--- config.mk ---
export PLATFORM = sky130hd
export DESIGN_NAME = prd_node_flat
export DESIGN_NICKNAME = d
export VERILOG_FILES = /design/src/prd_pkg.sv /design/src/prd_link_if.sv /design/src/prd_node.sv /design/src/flat_wrapper.sv
export VERILOG_INCLUDE_DIRS = /design/src
export SDC_FILE = /design/constraint.sdc
export NUM_CORES = 1
export LEC_CHECK = 0
export BUFFER_PORTS_ARGS = -buffer_cell sky130_fd_sc_hd__buf_2
export CORE_UTILIZATION = 35
export CTS_CLUSTER_SIZE = 14
export DETAILED_ROUTE_END_ITERATION = 10
export GPL_ROUTABILITY_DRIVEN = 0
export PLACE_DENSITY_LB_ADDON = 0.3
export REMOVE_ABC_BUFFERS = 1
export SYNTH_ARGS = -nofsm -noshare
export SYNTH_HDL_FRONTEND = slang
export SYNTH_SLANG_ARGS = --single-unit
--- constraint.sdc ---
create_clock -name pclk -period 2.34 [get_ports pclk]
set_input_delay 0.234 -clock pclk [delete_from_list [all_inputs] [get_ports pclk]]
set_output_delay 0.234 -clock pclk [all_outputs]
set_load 0.02 [all_outputs]
--- src/prd_regs.svh ---
// constants of the packet restart and header decoder: offsets, fields, codes
// assumes a single pclk domain and an apb slave on the node end
// Operation
// - terminal may request restart at any time
// - node answers request with restart confirmation
// - node may start restart with indication
// - node discards channel packets while indicating
// - terminal confirms a node restart indication
// - crossing request and indication completes restart
// - bit 1 first, octets ascending order
// - format identifier in octet 1 bits 8..5
// - identifier 001 mod 8, 010 mod 128
// - group number in octet 1 bits 4..1
// - channel number fills octet 2
// - call packet type codes in octet 3
// - data has bit1 zero; interrupt codes
// - flow control and reset type codes
// - restart codes 11111011 and 11111111
// - completed restart clears calls, resets circuits; no call or circuit state is kept here
// - modulo 8 data sequence field layout
`ifndef PRD_REGS_SVH
`define PRD_REGS_SVH
// apb register offsets
`define PRD_CTRL_OFS 12'h000
`define PRD_STAT_OFS 12'h004
`define PRD_IRQ_OFS 12'h008
`define PRD_MASK_OFS 12'h00c
`define PRD_HDR_OFS 12'h010
// control bits
`define PRD_CTRL_IND_BIT 0
`define PRD_CTRL_REQ_BIT 1
`define PRD_CTRL_M128_BIT 2
// irq bits
`define PRD_IRQ_DONE_BIT 0
`define PRD_IRQ_FERR_BIT 1
`define PRD_IRQ_DISC_BIT 2
`define PRD_IRQ_RX_BIT 3
`define PRD_IRQ_W 4
// header fields
`define PRD_GFI_MSB 7
`define PRD_GFI_LSB 4
`define PRD_LCG_MSB 3
`define PRD_LCG_LSB 0
`define PRD_GFI_M8 3'h1
`define PRD_GFI_M128 3'h2
// packet type codes
`define PRD_PT_CALL 8'h0b
`define PRD_PT_CONN 8'h0f
`define PRD_PT_CLR 8'h13
`define PRD_PT_CLRC 8'h17
`define PRD_PT_INT 8'h23
`define PRD_PT_INTC 8'h27
`define PRD_PT_RR 5'h01
`define PRD_PT_RNR 5'h05
`define PRD_PT_REJ 5'h09
`define PRD_PT_RST 8'h1b
`define PRD_PT_RSTC 8'h1f
`define PRD_PT_RSTRT 8'hfb
`define PRD_PT_RSTRTC 8'hff
// mod 8 data fields
`define PRD_PR_MSB 7
`define PRD_PR_LSB 5
`define PRD_MORE_BIT 4
`define PRD_PS_MSB 3
`define PRD_PS_LSB 1
`define PRD_HDR_OCTETS 3
`endif

--- src/prd_pkg.sv ---
// types shared by both ends of the packet link
// assumes prd_regs.svh constants
`include "prd_regs.svh"
package prd_pkg;
  typedef enum logic [2:0] {
    PRD_PK_DATA = 3'h0,
    PRD_PK_RESTART = 3'h1,
    PRD_PK_RESTART_CONF = 3'h2,
    PRD_PK_CHAN = 3'h3,
    PRD_PK_BAD = 3'h4
  } prd_kind_t;
  typedef enum logic [1:0] {
    PRD_ST_READY = 2'h0,
    PRD_ST_TERM_REQ = 2'h1,
    PRD_ST_NODE_IND = 2'h2
  } prd_rst_t;
  // classify octet 3 and octet 1
  function automatic prd_kind_t prd_classify(input logic [7:0] o1, input logic [7:0] o3);
    logic [2:0] g;
    logic ok;
    g = o1[`PRD_GFI_MSB-1:`PRD_GFI_LSB];
    ok = (g == `PRD_GFI_M8) || (g == `PRD_GFI_M128);
    if (!ok) begin
      prd_classify = PRD_PK_BAD;
    end else if (o3[0] == 1'b0) begin
      prd_classify = PRD_PK_DATA;
    end else if (o1[`PRD_GFI_MSB]) begin
      prd_classify = PRD_PK_BAD;
    end else if (o3 == `PRD_PT_RSTRT) begin
      prd_classify = PRD_PK_RESTART;
    end else if (o3 == `PRD_PT_RSTRTC) begin
      prd_classify = PRD_PK_RESTART_CONF;
    end else if (o3 == `PRD_PT_CALL || o3 == `PRD_PT_CONN || o3 == `PRD_PT_CLR ||
                 o3 == `PRD_PT_CLRC || o3 == `PRD_PT_INT || o3 == `PRD_PT_INTC ||
                 o3 == `PRD_PT_RST || o3 == `PRD_PT_RSTC || o3[4:0] == `PRD_PT_RR ||
                 o3[4:0] == `PRD_PT_RNR || o3[4:0] == `PRD_PT_REJ) begin
      prd_classify = PRD_PK_CHAN;
    end else begin
      prd_classify = PRD_PK_BAD;
    end
  endfunction : prd_classify
endpackage : prd_pkg

--- src/prd_link_if.sv ---
// serial packet link between node and terminal, bit 1 of each octet first
// assumes both ends share pclk
`timescale 1ns/100ps
`default_nettype none
interface prd_link_if (input wire logic pclk);
  logic n2t_bit;
  logic n2t_valid;
  logic n2t_end;
  logic t2n_bit;
  logic t2n_valid;
  logic t2n_end;
  modport node (input pclk, output n2t_bit, output n2t_valid, output n2t_end,
                input t2n_bit, input t2n_valid, input t2n_end);
  modport term (input pclk, input n2t_bit, input n2t_valid, input n2t_end,
                output t2n_bit, output t2n_valid, output t2n_end);
endinterface : prd_link_if
`default_nettype wire

--- src/prd_node.sv ---
// network node end: restart procedure, header decode, apb registers
// assumes the terminal end on prd_link_if and an apb master on pclk
`timescale 1ns/100ps
`default_nettype none
`include "prd_regs.svh"
module prd_node
  import prd_pkg::*;
(
  // apb slave
  input wire logic pclk,
  input wire logic presetn,
  input wire logic psel,
  input wire logic penable,
  input wire logic pwrite,
  input wire logic [11:0] paddr,
  input wire logic [31:0] pwdata,
  output logic [31:0] prdata,
  output logic pready,
  output logic pslverr,
  // interrupt
  output logic irq,
  // link
  prd_link_if.node link
);
  ////////////////////////////////////////////////////////////////////////////
  logic [31:0] prdata_q;
  logic pready_q;
  logic pslverr_q;
  logic irq_q;
  logic m128_q;
  logic [`PRD_IRQ_W-1:0] irq_st_q;
  logic [`PRD_IRQ_W-1:0] mask_q;
  logic [23:0] hdr_q;
  prd_rst_t st_q;
  logic ind_cmd;
  logic req_cmd;
  logic wr_acc;
  logic rd_acc;
  // receive side
  logic [23:0] rx_sh_q;
  logic [4:0] rx_cnt_q;
  logic rx_done;
  logic [23:0] rx_hdr;
  prd_kind_t rx_kind;
  // transmit side
  logic [7:0] tx_oct_q;
  logic [2:0] tx_bit_q;
  logic [1:0] tx_octn_q;
  logic tx_busy_q;
  logic tx_start;
  logic [7:0] tx_code;
  logic [7:0] tx_o1;
  logic n2t_bit_q;
  logic n2t_valid_q;
  logic n2t_end_q;
  logic [`PRD_IRQ_W-1:0] ev;

  assign wr_acc = psel && penable && pwrite && pready_q;
  assign rd_acc = psel && penable && !pwrite && pready_q;
  assign ind_cmd = wr_acc && (paddr == `PRD_CTRL_OFS) && pwdata[`PRD_CTRL_IND_BIT];

  ////////////////////////////////////////////////////////////////////////////
  // apb access: one wait state, answer on the second access cycle
  always_ff @(posedge pclk or negedge presetn) begin
    if (!presetn) begin
      pready_q <= 1'b0;
      pslverr_q <= 1'b0;
      prdata_q <= 32'h0;
    end else begin
      pready_q <= psel && penable && !pready_q;
      pslverr_q <= 1'b0;
      if (psel && penable && !pready_q) begin
        if (paddr == `PRD_CTRL_OFS) begin
          prdata_q <= {29'h0, m128_q, 2'h0};
        end else if (paddr == `PRD_STAT_OFS) begin
          prdata_q <= {30'h0, st_q};
        end else if (paddr == `PRD_IRQ_OFS) begin
          prdata_q <= {28'h0, irq_st_q};
        end else if (paddr == `PRD_MASK_OFS) begin
          prdata_q <= {28'h0, mask_q};
        end else if (paddr == `PRD_HDR_OFS) begin
          prdata_q <= {8'h0, hdr_q};
        end else begin
          prdata_q <= 32'h0;
          pslverr_q <= 1'b1;
        end
      end
    end
  end
  assign prdata = prdata_q;
  assign pready = pready_q;
  assign pslverr = pslverr_q;

  // configuration registers
  always_ff @(posedge pclk or negedge presetn) begin
    if (!presetn) begin
      m128_q <= 1'b0;
      mask_q <= '0;
    end else if (wr_acc && paddr == `PRD_CTRL_OFS) begin
      m128_q <= pwdata[`PRD_CTRL_M128_BIT];
    end else if (wr_acc && paddr == `PRD_MASK_OFS) begin
      mask_q <= pwdata[`PRD_IRQ_W-1:0];
    end
  end

  ////////////////////////////////////////////////////////////////////////////
  // deserialise the three header octets, bit 1 first, octet 1 first
  always_ff @(posedge pclk or negedge presetn) begin
    if (!presetn) begin
      rx_sh_q <= '0;
      rx_cnt_q <= '0;
    end else if (link.t2n_valid && !link.t2n_end) begin
      if (rx_cnt_q < 5'd24) begin
        rx_sh_q[rx_cnt_q] <= link.t2n_bit;
        rx_cnt_q <= rx_cnt_q + 5'd1;
      end
    end else if (link.t2n_end) begin
      rx_cnt_q <= '0;
    end
  end
  assign rx_done = link.t2n_end && (rx_cnt_q >= 5'd24);
  assign rx_hdr = rx_sh_q;
  assign rx_kind = prd_classify(rx_hdr[7:0], rx_hdr[23:16]);

  // latch last header taken outside node indication: octet1 gfi/group, octet2 channel, octet3 type
  always_ff @(posedge pclk or negedge presetn) begin
    if (!presetn) begin
      hdr_q <= '0;
    end else if (rx_done && st_q != PRD_ST_NODE_IND) begin
      hdr_q <= rx_hdr;
    end
  end

  ////////////////////////////////////////////////////////////////////////////
  // restart state machine
  assign req_cmd = rx_done && rx_kind == PRD_PK_RESTART;
  always_ff @(posedge pclk or negedge presetn) begin
    if (!presetn) begin
      st_q <= PRD_ST_READY;
    end else begin
      case (st_q)
        PRD_ST_READY: begin
          if (req_cmd) begin
            st_q <= PRD_ST_TERM_REQ;
          end else if (ind_cmd && !tx_busy_q) begin
            st_q <= PRD_ST_NODE_IND;
          end
        end
        PRD_ST_TERM_REQ: begin
          if (tx_start) begin
            st_q <= PRD_ST_READY;
          end
        end
        PRD_ST_NODE_IND: begin
          if (rx_done && (rx_kind == PRD_PK_RESTART_CONF || rx_kind == PRD_PK_RESTART)) begin
            st_q <= PRD_ST_READY;
          end
        end
        default: st_q <= PRD_ST_READY;
      endcase
    end
  end

  // confirmation sent for a terminal request; none after a collision
  assign tx_start = (st_q == PRD_ST_TERM_REQ && !tx_busy_q) ||
                    (st_q == PRD_ST_READY && ind_cmd && !req_cmd && !tx_busy_q);
  assign tx_code = (st_q == PRD_ST_TERM_REQ) ? `PRD_PT_RSTRTC : `PRD_PT_RSTRT;
  assign tx_o1 = {1'b0, (m128_q ? `PRD_GFI_M128 : `PRD_GFI_M8), 4'h0};

  ////////////////////////////////////////////////////////////////////////////
  // transmitter: octet1 = gfi with zero group, octet2 zero, octet3 code
  always_ff @(posedge pclk or negedge presetn) begin
    if (!presetn) begin
      tx_busy_q <= 1'b0;
      tx_oct_q <= '0;
      tx_bit_q <= '0;
      tx_octn_q <= '0;
      n2t_bit_q <= 1'b0;
      n2t_valid_q <= 1'b0;
      n2t_end_q <= 1'b0;
    end else begin
      n2t_end_q <= 1'b0;
      if (tx_start) begin
        tx_busy_q <= 1'b1;
        tx_oct_q <= tx_code;
        tx_bit_q <= '0;
        tx_octn_q <= '0;
        n2t_valid_q <= 1'b1;
        n2t_bit_q <= 1'b0; // octet 1 bit 1: group lsb, zero in restart packets
      end else if (tx_busy_q) begin
        if (tx_bit_q == 3'd7 && tx_octn_q == 2'd2) begin
          tx_busy_q <= 1'b0;
          n2t_valid_q <= 1'b0;
          n2t_end_q <= 1'b1;
        end else begin
          tx_bit_q <= tx_bit_q + 3'd1;
          if (tx_bit_q == 3'd7) begin
            tx_octn_q <= tx_octn_q + 2'd1;
          end
          case (tx_bit_q == 3'd7 ? tx_octn_q + 2'd1 : tx_octn_q)
            2'd0: n2t_bit_q <= tx_o1[tx_bit_q + 3'd1];
            2'd1: n2t_bit_q <= 1'b0;
            default: n2t_bit_q <= tx_oct_q[tx_bit_q + 3'd1];
          endcase
        end
      end
    end
  end
  assign link.n2t_bit = n2t_bit_q;
  assign link.n2t_valid = n2t_valid_q;
  assign link.n2t_end = n2t_end_q;

  ////////////////////////////////////////////////////////////////////////////
  // sticky events, write one to clear, set wins
  assign ev[`PRD_IRQ_DONE_BIT] = (st_q != PRD_ST_READY) && (tx_start || (st_q ==
                                 PRD_ST_NODE_IND && rx_done &&
                                 (rx_kind == PRD_PK_RESTART_CONF || rx_kind == PRD_PK_RESTART)));
  assign ev[`PRD_IRQ_FERR_BIT] = rx_done && rx_kind == PRD_PK_BAD;
  assign ev[`PRD_IRQ_DISC_BIT] = rx_done && st_q == PRD_ST_NODE_IND &&
                                 (rx_kind == PRD_PK_DATA || rx_kind == PRD_PK_CHAN);
  assign ev[`PRD_IRQ_RX_BIT] = rx_done && st_q != PRD_ST_NODE_IND &&
                               (rx_kind == PRD_PK_DATA || rx_kind == PRD_PK_CHAN);
  always_ff @(posedge pclk or negedge presetn) begin
    if (!presetn) begin
      irq_st_q <= '0;
      irq_q <= 1'b0;
    end else begin
      irq_st_q <= ev | (irq_st_q & ~((wr_acc && paddr == `PRD_IRQ_OFS) ?
                  pwdata[`PRD_IRQ_W-1:0] : {`PRD_IRQ_W{1'b0}}));
      irq_q <= |(irq_st_q & mask_q);
    end
  end
  assign irq = irq_q;
endmodule : prd_node
`default_nettype wire

--- src/flat_wrapper.sv ---
// flat-port wrapper written by rule: the top's interface ports become plain ports
module prd_node_flat import prd_pkg::*;
  (pclk, presetn, psel, penable, pwrite, paddr, pwdata, prdata, pready, pslverr, irq, link_n2t_bit, link_n2t_valid, link_n2t_end, link_t2n_bit, link_t2n_valid, link_t2n_end);
  prd_link_if link_i (.pclk(pclk));
  input wire logic pclk;
  input wire logic presetn;
  input wire logic psel;
  input wire logic penable;
  input wire logic pwrite;
  input wire logic [11:0] paddr;
  input wire logic [31:0] pwdata;
  output logic [31:0] prdata;
  output logic pready;
  output logic pslverr;
  output logic irq;
  output wire logic [$bits(link_i.n2t_bit)-1:0] link_n2t_bit;
  output wire logic [$bits(link_i.n2t_valid)-1:0] link_n2t_valid;
  output wire logic [$bits(link_i.n2t_end)-1:0] link_n2t_end;
  input wire logic [$bits(link_i.t2n_bit)-1:0] link_t2n_bit;
  input wire logic [$bits(link_i.t2n_valid)-1:0] link_t2n_valid;
  input wire logic [$bits(link_i.t2n_end)-1:0] link_t2n_end;
  assign link_n2t_bit = link_i.n2t_bit;
  assign link_n2t_valid = link_i.n2t_valid;
  assign link_n2t_end = link_i.n2t_end;
  assign link_i.t2n_bit = link_t2n_bit;
  assign link_i.t2n_valid = link_t2n_valid;
  assign link_i.t2n_end = link_t2n_end;
  prd_node u_core (.pclk(pclk), .presetn(presetn), .psel(psel), .penable(penable), .pwrite(pwrite), .paddr(paddr), .pwdata(pwdata), .prdata(prdata), .pready(pready), .pslverr(pslverr), .irq(irq), .link(link_i));
endmodule
==> results by group <==
Setup path
  • CP endpoint kind: register
  • Buf/Inv on CP: 0
  • CP top delay family: adder cells
  • Setup slack, reg-to-reg: 0.43 ns
  • CP most frequent cell: ha_1
  • Worst Setup Start Kind: register
  • Crit Path Max Fanout: 4
  • Crit Reg-Reg Startpoint: u_core.tx_bit_q[0]
  • CP required: 2.55 ns
  • Crit path arrival time: 2.12 ns
  • Critical path, cell by cell: ha_1 > ha_1 > nand3b_1 > mux2i_1 > nor2b_1 > o31ai_1 > o22ai_1
  • Critical setup path kind: register to register
  • Largest stage delay, worst path: 0.43 ns
  • CP max-delay cell: dfrtp_1
  • Reg2reg path depth: 7
  • R2r endpoint: u_core.link.n2t_bit

GRT
  • M2 GR Usage: 25.0%
  • Gr ovfl total: 0
  • Vias in the first global route: 3122
  • Initial antenna violation count: 0
  • Total GRT Usage: 14.8%
  • GRT busiest layer: met2
  • First-pass GRT wire length: 15600 um
  • GR Util met1: 18.9%
  • Largest net degree at the start of global routing: 58
  • Grt met3 use: 3.76%

Floorplan
  • Core Area: 12700 sq um
  • Rows: 41
  • Initial Util: 36.3%
  • Die ar.: 13700 sq um
  • Die Height: 117 um
  • IO Count: 90
  • Die width: 117 um

Clock network
  • Root Driver: clkbuf_16
  • CTS Sinks: 102
  • Inserted Clock Buffers: 9
  • Setup bufs post-CTS: 0
  • CTS tree: done
  • CTS H-tree lvls: 3
  • Clk slew on worst S/H paths: 0.07 ns
  • Clock Path Buffers: 2
  • Clock latency on the worst-skew pair: 0.34 ns

STA
  • Fin. Hold Viols: 0
  • Final TNS setup: 0 ns
  • Fin. max-slew vios: 0
  • Clock skew: 0.00934 ns
  • Final-report setup violation count: 0
  • Crit path time final: 1.91 ns
  • Final worst setup slack: 0.427 ns
  • Fin crit share: 81.8%
  • RSZ-0062 raised after global routing: false
  • Max Clk Rate: 523 MHz

Placed design
  • Post-DP HPWL: 6320 um
  • I/O Buffers: 53
  • Post-Place Setup Slack: 0.408 ns

Route
  • Post-DR vias/cell: 4.94
  • Post-Route WL: 9080 um
  • Pre-antenna DRT Iters: 4
  • Routed WL per cell: 14.8 um
  • DRT antenna net count: 0
  • Via count of the routed design: 3030
  • DR iter-0 viols: 158
  • Drt drc: 0

Run
  • Maximum capacitance violations: 0

Power
  • Pwr/cell area: 633 nW/um^2
  • Max IR drop VDD: 0.384 mV
  • Leakage: 0.00257 uW

Yosys
  • Total of warnings raised by yosys: 0
  • Yosys reg bits: 102
  • Synth unique cells: 52
  • Syn Area/Cell: 12.0 sq um
  • Netlist Area Pre-Place: 4620 sq um
  • Ys async rst share: 100%
  • EDFF count, synth: 0
  • Mapped Cells: 386
  • Main synth FF type: dfrtp_1
  • Sequential area share after synthesis: 55.3%

Layout
  • Ant. Diodes: 0
  • Filler cells: 1257
  • Layout cells sized above 1: 31.5%
  • Post-route core utilization: 41.9%
  • Area growth syn-to-layout: 15.4%
  • Final #Nets: 496

Hold path
  • Worst Hold End: u_core.rx_cnt_q[0]
  • Worst Hold Class: primary input to register
  • Hold Crit Start: link_t2n_end
  • Hold Path Depth: 2

Status
  • Status: complete, no violations
metrics by stage:
step	cell area [sq um]	std cells	power, uW	hold slack (ns)
after detailed placement	5040	597	2030	0.147
final	5330	613	3370	0.145
after global routing	5330	613	3510	0.146
after CTS	5330	613	3430	0.127
after floorplan	4500	366	1920	-0.0616
after global placement	5040	597	2030	0.141
flip-flops by register name, indices dropped and copies added, names as in the netlist, 2 cells and up:
register          cells
u_core.rx_cnt_q       5
u_core.mask_q         4
u_core.irq_st_q       4
u_core.tx_octn_q      2
u_core.tx_bit_q       3
u_core.tx_oct_q       2
u_core.prdata        24
u_core.rx_hdr        24
u_core.hdr_q         24
u_core.st_q           2
what timing repair did:
| item | 4_1_cts | 5_1_grt |
|---|---|---|
| hold buffers | 1 | 0 |
| resized for setup | 0 | 0 |
| endpoints found under the hold margin | 19 | 0 |
cell families (layout without fill, tap and decap cells):
group,count (synthesis),in the layout,share of synthesized area (%)
xor+xnor,6,6,1.14
flops,102,102,55.3
other cells,1,8,0.0812
buf+inv,34,82,3.74
compound gates,60,60,10.1
simple gates,118,118,13.7
fa+ha+maj,7,7,1.90
mux,58,58,14.0
per-layer routing:
metal / wire, um / vias to the layer above
met5: 0 / -
met1: 4220 / 1509
met4: 85 / 0
met2: 4440 / 55
met3: 335 / 11
li1: - / 1455
where the power goes:
group | leakage [uW] | internal [uW] | switching, uW
logic | 0.00107 | 63.1 | 120
registers | 0.00137 | 1790 | 19.0
clock network | 0.000128 | 750 | 626
total | 0.00257 | 2610 | 765
cell usage after synthesis (all sizes together) (4+ instances only):
| cell | count | area [sq um] |
|---|---|---|
| a21oi | 9 | 45.0 |
| a22o | 22 | 193 |
| a22oi | 4 | 30.0 |
| and2 | 5 | 31.3 |
| buf | 20 | 120 |
| clkbuf | 7 | 26.3 |
| dfrtp | 102 | 2550 |
| ha | 7 | 87.6 |
| inv | 7 | 26.3 |
| mux2 | 53 | 597 |
| mux2i | 5 | 50.1 |
| nand2 | 44 | 165 |
| nand2b | 5 | 31.3 |
| nand3 | 5 | 37.5 |
| nand3b | 4 | 30.0 |
| nor2 | 22 | 85.1 |
| nor2b | 6 | 37.5 |
| nor3 | 10 | 66.3 |
| o31ai | 4 | 30.0 |
| xnor2 | 4 | 35.0 |
cell usage in the layout, fill, tap and decap left out, drive strengths merged, types with 5 or more instances in the layout:
master,Yosys,layout
dfrtp,102,102
buf,20,59
mux2,53,53
nand2,44,44
a22o,22,22
nor2,22,22
clkbuf,7,11
nor3,10,10
a21oi,9,9
conb,1,8
inv,7,8
ha,7,7
nor2b,6,6
nand2b,5,5
and2,5,5
mux2i,5,5
nand3,5,5
cell type report:
type	instances	area (sq um)	area share (%)
Sequential cell	102	2550	47.9
Multi-Input combinational cell	257	1920	36.1
Timing Repair Buffer	60	335	6.29
Clock buffer	11	243	4.56
Tap cell	172	215	4.04
Clock inverter	4	32.5	0.611
Inverter	7	26.3	0.493
worst max path at each step:
stage | from | slack [ns] | cells after the start | endpoint
global placement | u_core.rx_cnt_q[3] | 0.49 | 5 | u_core.tx_oct_q[6]
CTS | u_core.tx_bit_q[0] | 0.40 | 7 | u_core.link.n2t_bit
global route | u_core.tx_bit_q[0] | 0.24 | 7 | u_core.link.n2t_bit
floorplan | u_core.pready | -0.39 | 3 | u_core.prdata[10]
detailed placement | u_core.tx_bit_q[0] | 0.41 | 7 | u_core.link.n2t_bit
finish | u_core.tx_bit_q[0] | 0.43 | 7 | u_core.link.n2t_bit
No activity file was read; power rests on OpenSTA's default activity.
